===== src/core/mdu_defines.svh =====
// Purpose: Addresses, bit positions, reset values and counts of the arithmetic unit
// Assumes: 20-bit peripheral address space, 16-bit data path
// Notes: Definitions only
`ifndef MDU_DEFINES_SVH
`define MDU_DEFINES_SVH

`define MDU_ADDR_W 20
`define MDU_ADDR_CTRL 20'hF00E8
`define MDU_ADDR_AL 20'hF00F0
`define MDU_ADDR_AH 20'hF00F2
`define MDU_ADDR_BL 20'hF00F4
`define MDU_ADDR_BH 20'hF00F6
`define MDU_ADDR_CL 20'hF00F8
`define MDU_ADDR_CH 20'hF00FA

`define MDU_BIT_DIV 7
`define MDU_BIT_ACC 6
`define MDU_BIT_SGN 3
`define MDU_BIT_OVF 2
`define MDU_BIT_SFLAG 1
`define MDU_BIT_BUSY 0

`define MDU_CTRL_RST 8'h00
`define MDU_DATA_RST 32'h0000_0000
`define MDU_DIV_CYCLES 5'h10

`endif


===== src/core/mdu_pkg.sv =====
// Purpose: Types shared by the arithmetic unit and its divider
// Assumes: Nothing beyond the defines header
// Notes: State of each module is one packed struct
package mdu_pkg;

	typedef struct packed {
		logic divSel;
		logic accSel;
		logic sgnSel;
		logic ovf;
		logic sgnFlag;
		logic busy;
		logic gotLow;
		logic gotHigh;
		logic mulGo;
		logic accumulate;
		logic macAdd;
		logic irq;
		logic [31:0] opA;
		logic [31:0] opB;
		logic [31:0] opC;
		logic [15:0] rdData;
	} mdu_state_t;

	typedef struct packed {
		logic [31:0] rem;
		logic [31:0] quo;
		logic [31:0] den;
		logic [4:0] cnt;
		logic done;
	} mdu_div_state_t;

endpackage


===== src/core/mdu_div_if.sv =====
// Purpose: Carries a division request and its result between core and divider
// Assumes: Both ends on mclk
// Notes: start is a one-cycle pulse, done a one-cycle pulse
`timescale 1ns/10ps
`default_nettype none
interface mdu_div_if;
	logic start;
	logic [31:0] dividend;
	logic [31:0] divisor;
	logic done;
	logic [31:0] quotient;
	logic [31:0] remainder;

	modport core (output start, output dividend, output divisor,
		input done, input quotient, input remainder);
	modport div (input start, input dividend, input divisor,
		output done, output quotient, output remainder);
endinterface
`default_nettype wire


===== src/core/mdu_core.sv =====
// Purpose: Multiply, multiply-accumulate and divide unit on the peripheral register bus
// Assumes: One clock mclk; bus inputs come from logic on mclk
// Notes: Reads answer one clock after sfrRd; writes take a per-bit mask
// Notes on behaviour
// - Control register is eight bits and clears to zero, unsigned multiply.
// - Control bits: 7 divide, 6 accumulate, 3 signed, 2 overflow, 1 sign, 0 busy.
// - Modes: 000 mul, 001 smul, 010 mac, 011 smac, 1x0 divide; others prohibited.
// - Division completion interrupt only when the accumulate bit is zero.
// - Unsigned accumulate sets overflow when the sum leaves 32-bit unsigned range.
// - Signed accumulate overflow when like-signed operands give an opposite-signed sum.
// - Sign flag follows accumulated bit 31 in signed accumulate, else zero.
// - Overflow and sign flags are read-only.
// - Start bit takes a one only in divide mode; cleared by hardware at the end.
// - Writing zero to the busy bit during a division is ignored.
// - Control register accepts single-bit and whole-byte writes.
// - Multiply starts once both operand-A halves are written, any order.
// - Product lands in operand B one clock after the start.
// - Signed multiply treats operands and product as two's complement.
// - Accumulate starts on the multiplier write alone.
// - Accumulate: product after one clock, sum in C one clock later.
// - Accumulate overflow sets the overflow flag and raises the interrupt.
// - Division finishes within sixteen clocks; quotient to A, remainder to C.
// - A holds dividend then quotient; B holds the divisor.
// - Multiply and accumulate products go to the B pair.
`timescale 1ns/10ps
`default_nettype none
`include "mdu_defines.svh"
module mdu_core
	import mdu_pkg::*;
(
	input wire logic mclk,
	input wire logic rst_n,
	input wire logic [19:0] sfrAddr,
	input wire logic sfrWr,
	input wire logic [15:0] sfrWrMask,
	input wire logic [15:0] sfrWrData,
	input wire logic sfrRd,
	output logic [15:0] rdData,
	output logic arithIrq
);
	mdu_state_t s_r;
	mdu_state_t s_nxt;
	mdu_div_if dvb();

	mdu_divider i_mdu_divider (
		.mclk(mclk),
		.rst_n(rst_n),
		.dv(dvb.div)
	);

	function automatic logic [15:0] merge(input logic [15:0] old, input logic [15:0] wd,
		input logic [15:0] m);
		merge = (old & ~m) | (wd & m);
	endfunction

	logic [7:0] ctrlView;
	logic [31:0] extLow;
	logic [31:0] extHigh;
	logic [31:0] prodW;
	logic [32:0] sumW;
	logic ovfW;
	logic ctrlWr;
	logic divStart;

	assign ctrlView = {s_r.divSel, s_r.accSel, 2'b00, s_r.sgnSel, s_r.ovf, s_r.sgnFlag,
		s_r.busy};
	assign ctrlWr = sfrWr && (sfrAddr == `MDU_ADDR_CTRL);

	// Sign or zero extension to 32 bits keeps the low 32 product bits exact either way
	assign extLow = s_r.sgnSel ? {{16{s_r.opA[15]}}, s_r.opA[15:0]} : {16'h0000, s_r.opA[15:0]};
	assign extHigh = s_r.sgnSel ? {{16{s_r.opA[31]}}, s_r.opA[31:16]} : {16'h0000, s_r.opA[31:16]};
	assign prodW = 32'(extLow * extHigh);
	assign sumW = {1'b0, s_r.opC} + {1'b0, s_r.opB};
	always_comb begin
		if (s_r.sgnSel) begin
			ovfW = (s_r.opB[31] == s_r.opC[31]) && (sumW[31] != s_r.opC[31]);
		end else begin
			ovfW = sumW[32];
		end
	end

	assign dvb.start = divStart;
	assign dvb.dividend = s_r.opA;
	assign dvb.divisor = s_r.opB;

	always_comb begin
		logic [7:0] wv;
		logic mulMode;
		logic accumulate_select;
		logic aWr;
		wv = ctrlView;
		mulMode = 1'b0;
		accumulate_select = 1'b0;
		aWr = 1'b0;
		s_nxt = s_r;
		s_nxt.irq = 1'b0;
		s_nxt.mulGo = 1'b0;
		s_nxt.macAdd = 1'b0;
		divStart = 1'b0;
		if (sfrRd) begin
			unique case (sfrAddr)
				`MDU_ADDR_CTRL: s_nxt.rdData = {8'h00, ctrlView};
				`MDU_ADDR_AL: s_nxt.rdData = s_r.opA[15:0];
				`MDU_ADDR_AH: s_nxt.rdData = s_r.opA[31:16];
				`MDU_ADDR_BL: s_nxt.rdData = s_r.opB[15:0];
				`MDU_ADDR_BH: s_nxt.rdData = s_r.opB[31:16];
				`MDU_ADDR_CL: s_nxt.rdData = s_r.opC[15:0];
				`MDU_ADDR_CH: s_nxt.rdData = s_r.opC[31:16];
				default: s_nxt.rdData = 16'h0000;
			endcase
		end
		if (ctrlWr) begin
			wv = 8'(merge({8'h00, ctrlView}, sfrWrData, sfrWrMask));
			// Flags and bits 5..4 are not taken from the write
			s_nxt.divSel = wv[`MDU_BIT_DIV];
			s_nxt.accSel = wv[`MDU_BIT_ACC];
			s_nxt.sgnSel = wv[`MDU_BIT_SGN];
			if (!s_r.busy && wv[`MDU_BIT_BUSY] && wv[`MDU_BIT_DIV] && !wv[`MDU_BIT_SGN]) begin
				s_nxt.busy = 1'b1;
				divStart = 1'b1;
			end
		end
		mulMode = !s_nxt.divSel && !s_nxt.accSel;
		accumulate_select = !s_nxt.divSel && s_nxt.accSel;
		if (sfrWr) begin
			unique case (sfrAddr)
				`MDU_ADDR_AL: begin
					s_nxt.opA[15:0] = merge(s_r.opA[15:0], sfrWrData, sfrWrMask);
					s_nxt.gotLow = 1'b1;
					aWr = 1'b1;
				end
				`MDU_ADDR_AH: begin
					s_nxt.opA[31:16] = merge(s_r.opA[31:16], sfrWrData, sfrWrMask);
					s_nxt.gotHigh = 1'b1;
					aWr = 1'b1;
					if (accumulate_select) begin
						s_nxt.mulGo = 1'b1;
					end
				end
				`MDU_ADDR_BL: s_nxt.opB[15:0] = merge(s_r.opB[15:0], sfrWrData, sfrWrMask);
				`MDU_ADDR_BH: s_nxt.opB[31:16] = merge(s_r.opB[31:16], sfrWrData, sfrWrMask);
				`MDU_ADDR_CL: s_nxt.opC[15:0] = merge(s_r.opC[15:0], sfrWrData, sfrWrMask);
				`MDU_ADDR_CH: s_nxt.opC[31:16] = merge(s_r.opC[31:16], sfrWrData, sfrWrMask);
				default: begin
				end
			endcase
		end
		// Any operand-A write restarts once both halves are known, so a repeat may skip the
		// multiplicand; a multiplier written first gives a product that the next write fixes
		if (mulMode && aWr && s_nxt.gotLow && s_nxt.gotHigh) begin
			s_nxt.mulGo = 1'b1;
		end
		if (s_nxt.mulGo) begin
			s_nxt.accumulate = accumulate_select;
		end
		if (accumulate_select && s_nxt.mulGo) begin
			s_nxt.gotLow = 1'b0;
			s_nxt.gotHigh = 1'b0;
		end
		if (s_r.mulGo) begin
			s_nxt.opB = prodW;
			s_nxt.macAdd = s_r.accumulate;
		end
		if (s_r.macAdd) begin
			s_nxt.opC = sumW[31:0];
			s_nxt.ovf = ovfW;
			s_nxt.irq = ovfW;
		end
		if (dvb.done) begin
			s_nxt.opA = dvb.quotient;
			s_nxt.opC = dvb.remainder;
			s_nxt.busy = 1'b0;
			s_nxt.irq = !s_r.accSel;
		end
		if (s_r.busy) begin
			s_nxt.busy = s_nxt.busy | !dvb.done;
		end
		s_nxt.sgnFlag = !s_nxt.divSel && s_nxt.accSel && s_nxt.sgnSel && s_nxt.opC[31];
	end

	always_ff @(posedge mclk or negedge rst_n) begin
		if (!rst_n) begin
			s_r <= '0;
		end else begin
			s_r <= s_nxt;
		end
	end

	assign rdData = s_r.rdData;
	assign arithIrq = s_r.irq;

	logic rdCtrl_r;
	always_ff @(posedge mclk or negedge rst_n) begin
		if (!rst_n) begin
			rdCtrl_r <= 1'b0;
		end else begin
			rdCtrl_r <= sfrRd && (sfrAddr == `MDU_ADDR_CTRL);
		end
	end

	property p_reserved_zero;
		@(posedge mclk) disable iff (!rst_n) rdCtrl_r |-> rdData[5:4] == 2'b00;
	endproperty
	a_reserved_zero: assert property (p_reserved_zero)
		else $error("reserved control bits read nonzero");

	property p_busy_only_div;
		@(posedge mclk) disable iff (!rst_n) $rose(s_r.busy) |-> s_r.divSel && !s_r.sgnSel;
	endproperty
	a_busy_only_div: assert property (p_busy_only_div)
		else $error("division started outside divide mode");

	property p_div_sixteen;
		@(posedge mclk) disable iff (!rst_n)
			$rose(s_r.busy) |-> s_r.busy[*8] ##1 s_r.busy[*8] ##1 !s_r.busy;
	endproperty
	a_div_sixteen: assert property (p_div_sixteen)
		else $error("division busy not exactly sixteen clocks");

	property p_busy_holds;
		@(posedge mclk) disable iff (!rst_n)
			s_r.busy && ctrlWr && !dvb.done |=> s_r.busy;
	endproperty
	a_busy_holds: assert property (p_busy_holds)
		else $error("busy bit cleared by software");

	property p_div_irq;
		@(posedge mclk) disable iff (!rst_n) $fell(s_r.busy) |-> arithIrq == !s_r.accSel;
	endproperty
	a_div_irq: assert property (p_div_irq)
		else $error("division interrupt does not follow accumulate bit");

	property p_product;
		@(posedge mclk) disable iff (!rst_n) s_r.mulGo |=> s_r.opB == $past(prodW);
	endproperty
	a_product: assert property (p_product)
		else $error("product not in operand B one clock after start");

	property p_mac_two;
		@(posedge mclk) disable iff (!rst_n)
			s_r.mulGo && s_r.accumulate |-> ##1 s_r.macAdd
			##1 s_r.opC == 32'($past(s_r.opC) + $past(s_r.opB));
	endproperty
	a_mac_two: assert property (p_mac_two)
		else $error("accumulated sum not in C two clocks after start");

	property p_ovf_irq;
		@(posedge mclk) disable iff (!rst_n) s_r.macAdd && ovfW |=> s_r.ovf && arithIrq;
	endproperty
	a_ovf_irq: assert property (p_ovf_irq)
		else $error("overflow did not set flag and interrupt");

	property p_sign_flag;
		@(posedge mclk) disable iff (!rst_n)
			s_r.sgnFlag |-> s_r.accSel && s_r.sgnSel && !s_r.divSel && s_r.opC[31];
	endproperty
	a_sign_flag: assert property (p_sign_flag)
		else $error("sign flag set without signed negative accumulation");

	property p_flags_ro;
		@(posedge mclk) disable iff (!rst_n) ctrlWr && !s_r.macAdd |=> $stable(s_r.ovf);
	endproperty
	a_flags_ro: assert property (p_flags_ro)
		else $error("overflow flag changed by software write");

	property p_cov_mul;
		@(posedge mclk) disable iff (!rst_n) s_r.mulGo && !s_r.accumulate;
	endproperty
	c_cov_mul: cover property (p_cov_mul);

	property p_cov_mac_ovf;
		@(posedge mclk) disable iff (!rst_n) s_r.macAdd && ovfW;
	endproperty
	c_cov_mac_ovf: cover property (p_cov_mac_ovf);

	property p_cov_div;
		@(posedge mclk) disable iff (!rst_n) $fell(s_r.busy);
	endproperty
	c_cov_div: cover property (p_cov_div);

	property p_mul_start;
		@(posedge mclk) disable iff (!rst_n)
			sfrWr && (sfrAddr == `MDU_ADDR_AH) && !s_r.divSel && !s_r.accSel && s_r.gotLow
			|=> s_r.mulGo && !s_r.accumulate;
	endproperty
	a_mul_start: assert property (p_mul_start)
		else $error("multiply did not start on multiplier write");

	property p_mac_start;
		@(posedge mclk) disable iff (!rst_n)
			sfrWr && (sfrAddr == `MDU_ADDR_AH) && !s_r.divSel && s_r.accSel
			|=> s_r.mulGo && s_r.accumulate;
	endproperty
	a_mac_start: assert property (p_mac_start)
		else $error("accumulate did not start on multiplier write");

	property p_div_result;
		@(posedge mclk) disable iff (!rst_n)
			dvb.done |=> !s_r.busy && s_r.opA == $past(dvb.quotient)
			&& s_r.opC == $past(dvb.remainder);
	endproperty
	a_div_result: assert property (p_div_result)
		else $error("division result not in A and C at completion");

	property p_cov_sign;
		@(posedge mclk) disable iff (!rst_n) $rose(s_r.sgnFlag);
	endproperty
	c_cov_sign: cover property (p_cov_sign);

	property p_cov_div_quiet;
		@(posedge mclk) disable iff (!rst_n) $fell(s_r.busy) && s_r.accSel;
	endproperty
	c_cov_div_quiet: cover property (p_cov_div_quiet);
endmodule
`default_nettype wire


===== src/core/mdu_divider.sv =====
// Purpose: 32 by 32 unsigned restoring divider, two quotient bits per clock
// Assumes: Operands are sampled in the cycle of the start pulse
// Notes: done pulses 15 clocks after the start edge; divisor zero gives garbage
`timescale 1ns/10ps
`default_nettype none
`include "mdu_defines.svh"
module mdu_divider
	import mdu_pkg::*;
(
	input wire logic mclk,
	input wire logic rst_n,
	mdu_div_if.div dv
);
	mdu_div_state_t s_r;
	mdu_div_state_t s_nxt;

	function automatic logic [63:0] divStep(input logic [31:0] rem, input logic [31:0] quo,
		input logic [31:0] den);
		logic [32:0] t;
		t = {rem, quo[31]};
		if (t >= {1'b0, den}) begin
			divStep = {32'(t - {1'b0, den}), quo[30:0], 1'b1};
		end else begin
			divStep = {t[31:0], quo[30:0], 1'b0};
		end
	endfunction

	logic [63:0] step1;
	logic [63:0] step2;

	always_comb begin
		logic [31:0] r;
		logic [31:0] q;
		logic [31:0] d;
		r = s_r.rem;
		q = s_r.quo;
		d = s_r.den;
		s_nxt = s_r;
		s_nxt.done = 1'b0;
		// First step runs in the start cycle itself so 16 clocks cover 32 bits
		if (dv.start) begin
			r = 32'h0000_0000;
			q = dv.dividend;
			d = dv.divisor;
			s_nxt.den = dv.divisor;
			s_nxt.cnt = `MDU_DIV_CYCLES;
		end
		step1 = divStep(r, q, d);
		step2 = divStep(step1[63:32], step1[31:0], d);
		if (s_nxt.cnt != 5'h00) begin
			s_nxt.rem = step2[63:32];
			s_nxt.quo = step2[31:0];
			s_nxt.cnt = s_nxt.cnt - 5'h01;
			s_nxt.done = (s_nxt.cnt == 5'h00);
		end
	end

	always_ff @(posedge mclk or negedge rst_n) begin
		if (!rst_n) begin
			s_r <= '0;
		end else begin
			s_r <= s_nxt;
		end
	end

	assign dv.done = s_r.done;
	assign dv.quotient = s_r.quo;
	assign dv.remainder = s_r.rem;
endmodule
`default_nettype wire


===== config.mk =====
export PLATFORM = sky130hd
export DESIGN_NAME = mdu_core
export DESIGN_NICKNAME = d
export VERILOG_FILES = /design/src/core/mdu_pkg.sv /design/src/core/mdu_div_if.sv /design/src/core/mdu_core.sv /design/src/core/mdu_divider.sv
export VERILOG_INCLUDE_DIRS = /design/src /design/src/core
export SDC_FILE = /design/constraint.sdc
export NUM_CORES = 2
export LEC_CHECK = 0
export BUFFER_PORTS_ARGS = -buffer_cell sky130_fd_sc_hd__buf_2
export CORE_MARGIN = 2
export CORE_UTILIZATION = 30
export CTS_BUF_LIST = sky130_fd_sc_hd__clkbuf_4 sky130_fd_sc_hd__clkbuf_8
export CTS_CLUSTER_DIAMETER = 60
export DETAILED_ROUTE_END_ITERATION = 16
export REMOVE_ABC_BUFFERS = 1
export SLEW_MARGIN = 5
export SYNTH_ARGS = -nofsm -noshare
export SYNTH_HDL_FRONTEND = slang
export SYNTH_SLANG_ARGS = --single-unit

===== constraint.sdc =====
create_clock -name mclk -period 16.22 [get_ports mclk]
set_input_delay 0.811 -clock mclk [delete_from_list [all_inputs] [get_ports mclk]]
set_output_delay 0.811 -clock mclk [all_outputs]
set_load 0.01 [all_outputs]

======== Yosys cells after proc, flatten, opt, wreduce, memory -nomap -nowiden ========
Index checks and enable logic that the tools add are counted.
cells by class
  $lt $le $gt $ge ......................... 2
  bitwise logic cells ..................... 17
  equal/unequal tests ..................... 9
  multiplexer cells ....................... 39
  reductions and logical operators ........ 37
  multipliers ............................. 1
  $add $sub $neg .......................... 4
operator list
  cell                    count
  $mux W32                8
  $eq A20 B20 Y1 const B  7
  $mux W64                2
  $and A16 B16 Y16        7
  $pmux W16 S7            1
  $mux W16                6
  $mux W96                1
  $or A16 B16 Y16         6
  $ge A33 B32 Y1          2
  $sub A32 B32 Y32        2
  $add A32 B32 Y33        1
  $mux W33                1
  $mul A32 B32 Y32        1
  $not A16 Y16            1
  $mux W1                 14
  $logic_and A1 B1 Y1     13
  $reduce_and A2 Y1       6
  $reduce_bool A2 Y1      6
  $reduce_bool A3 Y1      3
  $and A8 B8 Y8           1
  $or A8 B8 Y8            1
  $logic_not A1 Y1        6
  $mux W3                 2
  $mux W6                 1
  9 further kinds         10
storage, ports and cells
  word-level logic and storage cells ...... 134
  output and inout bits ................... 17
  register bits after elaboration ......... 226

======== Logic depth before layout (Yosys ltp) ========
  depth after elaboration ................. 14
  depth in mapped cells ................... 35

======== Cells and area by module ========
Synthesis repeated with hierarchy kept, for this count alone.
second synthesis, totals
  cell total of the unflattened synthesis .. 3589
  area total of the unflattened synthesis .. 31311.3 um2
modules (own cells, without submodules)
  module       times used  cells an instance  area an instance (um2)
  mdu_core     1           2454               21927.3
  mdu_divider  1           1135               9384.0

======== Least setup slack after synthesis ========
No wires, ideal clock.
  path kind ............................... input -> register
  start point ............................. in sfrAddr[13]
  end point ............................... reg i_mdu_divider.s_r (netlist bit i_mdu_divider.dv.remainder[21])
  required time ........................... 16.083 ns
  data arrival time ....................... 8.090 ns
  stages .................................. 30
  slack ................................... 7.993 ns
  cell sequence ........................... or4b_4 -> nor4_4 -> nor4b_4 -> and3_1 -> buf_2 -> buf_1 -> mux2i_1 -> ha_1 -> and3_1 -> a221oi_1 -> o211ai_1 -> a221oi_1 -> a21o_1 -> a221oi_1 -> clkbuf_1 -> nor2_1 -> mux2i_1 -> ha_1 -> nor2b_1 -> o31ai_1 -> a2bb2oi_1 -> and2_1 -> o21ai_0 -> a21oi_1 -> o221a_2 -> a211o_1 -> buf_2 -> buf_4 -> mux2i_1 -> a21oi_1
between the ends
  word-level cells in the longest chain between the ends .. 8
  elaborated cells on any way between the ends .. 14
  classes of those cells .................. 2 x add/sub; 2 x order compare; 1 x eq/ne; 7 x mux; 2 x reduce/logical
RTL lines
  what                                                line                                  source
  from (decl)                                         mdu_core.sv:33                        input wire logic [19:0] sfrAddr,
  $eq A20 B20 Y1 *                                    --
  $logic_and A1 B1 Y1 *                               mdu_core.sv:67                        assign ctrlWr = sfrWr && (sfrAddr == `MDU_ADDR_CTRL);
  $mux W1 *                                           mdu_core.sv:112                       if (ctrlWr) begin
  $mux W32                                            mdu_divider.sv:41                     if (dv.start) begin
  $sub A32 B32 Y32 or $ge A33 B32 Y1 (tied branches)  mdu_divider.sv:22, mdu_divider.sv:21
  $mux W64                                            mdu_divider.sv:21                     if (t >= {1'b0, den}) begin
  $sub A32 B32 Y32 or $ge A33 B32 Y1 (tied branches)  mdu_divider.sv:22, mdu_divider.sv:21
  $mux W64                                            mdu_divider.sv:21
  to (signal assigned)                                mdu_divider.sv:62                     s_r <= s_nxt;
  to (decl)                                           mdu_divider.sv:14                     mdu_div_state_t s_r;
Mark *: on every way between the ends. The rest lies on a longest branch, timed or not.
A chain may end at the register's enable or synchronous reset.

======== Worst setup path in the final report ========
  start point ............................. in sfrAddr[13]
  end point ............................... reg i_mdu_divider.s_r (netlist bit i_mdu_divider.dv.remainder[0])
between the ends
  word-level cells in the longest chain between the ends .. 8
  elaborated cells on any way between the ends .. 14
  classes of those cells .................. 2 x add/sub; 2 x order compare; 1 x eq/ne; 7 x mux; 2 x reduce/logical
RTL lines
  what                                                line
  $eq A20 B20 Y1 *                                    --
  $logic_and A1 B1 Y1 *                               mdu_core.sv:67
  $mux W1 *                                           mdu_core.sv:112
  $mux W32                                            mdu_divider.sv:41
  $sub A32 B32 Y32 or $ge A33 B32 Y1 (tied branches)  mdu_divider.sv:22, mdu_divider.sv:21
  $mux W64                                            mdu_divider.sv:21
  $ge A33 B32 Y1                                      mdu_divider.sv:21
  $mux W64                                            mdu_divider.sv:21
Marks and branches as above.

==> impl_metrics.csv <==
group,metric,value,unit
synth,yosysSeqAreaShare,19.1,%
synth,synth_mux_area_share,5.21,%
global_route,globalRouteTotalUtil,19.1,%
synth,yosys_warnings,0,
critical_path,endpoint_kind,"register",
floorplan,die_area,101000,um^2
global_route,grt_pass1_wl,151,mm
critical_path,cp_data_required_time,16.76,ns
global_route,grt_pass1_vias,24800,
critical_path,crit_type,"primary input to register",
critical_path,start_kind,"primary input",
synth,postSynthCellCount,3391,
timing,worst_pin_slew,1.10,ns
clock_tree,post_cts_resized,0,
timing,finClkSkew,0.0379,ns
clock_tree,root_buffer,"clkbuf_8",
timing,slew_headroom,26.8,%
finish,syn_to_final_growth,8.49,%
routing,drt_iter0_markers,1896,
routing,route.vias.total,24500,
synth,synthesis.area,29600,um^2
floorplan,start_util,30.2,%
critical_path,critical-path-slowest-cell,"a211oi_4",
clock_tree,cts_setup_buffers,0,
synth,synth_top_family_by_area,"adder cells",
synth,yosys.area_share.xor_xnor,3.94,%
critical_path,cp_top_family,"compound AO/OA/AOI/OAI gates",
floorplan,coreArea,98100,um^2
timing,finalSetupViolations,0,
routing,viasPerCell,5.23,
routing,routedWlPerCell,20.6,um
synth,synth.ff_latch_count,226,
timing,hold_violations,0,
place,gp_congestion,0.946,
timing,rsz0062_at_grt,"no",
finish,finalNetCount,3975,
global_route,grt_max_degree,94,
timing,tns,0,ns
synth,synth_cell_type_count,80,
critical_path,slowest_delay,0.85,ns
finish,stdcell_area,32100,um^2
clock_tree,cts-htree-levels,2,
synth,synth.avg_cell_area,8.73,um^2
clock_tree,cts.sinks,226,
clock_tree,cts_tree,"built",
synth,ys.flop_type,"dfrtp_1",
flow_run,cap_violations,0,
clock_tree,clkLatencyLatePin,0.64,ns
clock_tree,numCtsBuffers,43,
clock_tree,clk_pin_slew,0.06,ns
timing,slew_viol_final,0,
place,hpwl,75.1,mm
timing,fmax,0.102,GHz
critical_path,path_max_fanout,33,
pwr,p_leak,16.3,nW
floorplan,num_rows,115,
timing,fin_crit,9.85,ns
routing,drc,0,
timing,timing.final.crit_share,60.7,%
timing,whs,0.187,ns
critical_path,critical_path_buf_inv_count,3,
outcome,status,"finished, final reports clean",
floorplan,fp.dieH,318,um
critical_path,crit_arrival,10.38,ns
finish,nFillCells,10400,
floorplan,die_w,318,um
synth,synth_edf_count,0,
finish,register_area,5660,um^2
worst_hold_path,hp-class,"primary input to async pin",
synth,ys_async_sr_fraction,100,%
global_route,antenna_found_initial,14,
synth,synth_compound_area_share,15.0,%
synth,yosys.area_share.simple,14.9,%
routing,drt_pre_antenna_iters,7,
global_route,overflow,0,
clock_tree,cts-hold-fix-buffers,0,
finish,multi_input_area,21300,um^2
routing,routed_wl,96.3,mm
pwr,vdd.ir_drop.worst,0.0453,mV
floorplan,ioPinCount,73,
synth,synth_fa_ha_area_share,32.8,%
routing,ant_nets,0,
place,io_buffers,72,
place,placed_area,31100,um^2
finish,drive_gt1_share,7.38,%
clock_tree,clockBufferDepth,3,
pwr,pwr_density_cell,47.6,nW/um^2
[path summary, 6_finish.rpt]
| kind | startpoint | end | slack (ns) | cells past startpoint |
|---|---|---|---|---|
| max in group asynchronous | rst_n | s_r[115] | 14.52 | 2 |
| max | sfrAddr[13] | i_mdu_divider.dv.remainder[0] | 6.37 | 28 |
| min | rst_n | i_mdu_divider.dv.remainder[5] | 0.19 | 1 |
| max reg2reg | ctrlView[3] | i_mdu_divider.dv.remainder[0] | 7.05 | 27 |
| min reg2reg | i_mdu_divider.s_r[20] | i_mdu_divider.s_r[20] | 0.46 | 2 |
| min in group mclk | i_mdu_divider.s_r[20] | i_mdu_divider.s_r[20] | 0.46 | 2 |
[routing by layer]
metal | global-route usage (%) | routed length (um)
met5 | 0 | 81
met4 | 5.29 | 2520
met3 | 3.55 | 7270
met2 | 30.8 | 44200
met1 | 26.3 | 42300
[metrics by stage]
step           instances  total power [mW]  utilization, %  worst slack [ns]
5_1_grt             4675              1.59            32.7              5.87
4_1_cts             4674              1.54            32.7              6.49
6_report            4679              1.53            32.7              6.37
3_3_place_gp        4595             0.899            31.7              6.10
3_5_place_dp        4595             0.901            31.7              5.88
2_1_floorplan       3190             0.781               -              5.35
[report_power, final]
| part | switching (mW) | internal (mW) | total [mW] |
|---|---|---|---|
| Combinational | 0.211 | 0.116 | 0.327 |
| Clock | 0.277 | 0.355 | 0.632 |
| Sequential | 0.00360 | 0.566 | 0.570 |
[logic make-up (layout without fill, tap and decap cells)]
family,count (synthesis),in the layout
flops,226,226
other cells,0,5
fa+ha+maj,566,566
simple gates,951,951
xor+xnor,133,133
buf+inv,684,680
mux,152,152
compound gates,679,679
[cell usage in the layout (no fill, tap or decap), types with 10 or more instances in the layout]
master    netlist  layout
a21o_1         55      55
fa_1          351     351
a22oi_1        13      13
nand3_1        36      35
a221oi_1       25      24
inv_1         483     483
nand2b_1       15      15
a221o_1        13      13
o21a_1         26      26
a21oi_1       165     165
o21ai_0       143     143
o21bai_1       13      13
and2_1        135     135
nand4_1        10      10
a22o_1         11      11
mux2_2         17      17
xnor2_1        78      78
clkbuf_8        0      55
nor3_1         38      37
nor2_1        164     164
clkbuf_4        0      14
a311oi_1       23      23
a21boi_0       25      25
nor2b_1        15      15
buf_4          18      46
dfrtp_1       226     224
and3_1         29      28
a211oi_1       17      15
buf_2           5      71
or3_1          12      12
nand2_1       456     456
ha_1          215     215
o22ai_1        24      24
mux2i_1       135     135
xor2_1         55      55
a31oi_1        49      49
[Yosys cell counts (25+ instances only)]
master / number / area (um^2)
xor2_1: 55 / 482
clkbuf_1: 160 / 601
a21o_1: 55 / 413
nor3_1: 38 / 190
a31oi_1: 49 / 307
and2_1: 135 / 845
nor2_1: 164 / 616
fa_1: 351 / 7030
inv_1: 483 / 1810
and3_1: 29 / 181
o21a_1: 26 / 195
mux2i_1: 135 / 1350
dfrtp_1: 226 / 5660
nand3_1: 36 / 180
a21oi_1: 165 / 826
o21ai_0: 143 / 716
xnor2_1: 78 / 683
a221oi_1: 25 / 219
a21boi_0: 25 / 188
ha_1: 215 / 2690
nand2_1: 456 / 1710
[registers in the layout, indices dropped and copies added, names as in the netlist]
name	flops
i_mdu_divider.dv.remainder	32
rdData	16
dvb.dividend	32
i_mdu_divider.dv.quotient	32
s_r	37
i_mdu_divider.s_r	37
ctrlView	6
dvb.divisor	32
arithIrq	1
i_mdu_divider.dv.done	1
[area by class of cell]
type                    count  area share [%]
diodes                      5          0.0390
clock buffers              69            2.69
clock inverters            10           0.296
inverters                 483            5.65
multi-input cells        2481            66.5
flip-flops and latches    226            17.6
well taps                1287            5.02
repair buffers            118            2.23
Power figures use the tool's default switching activity.
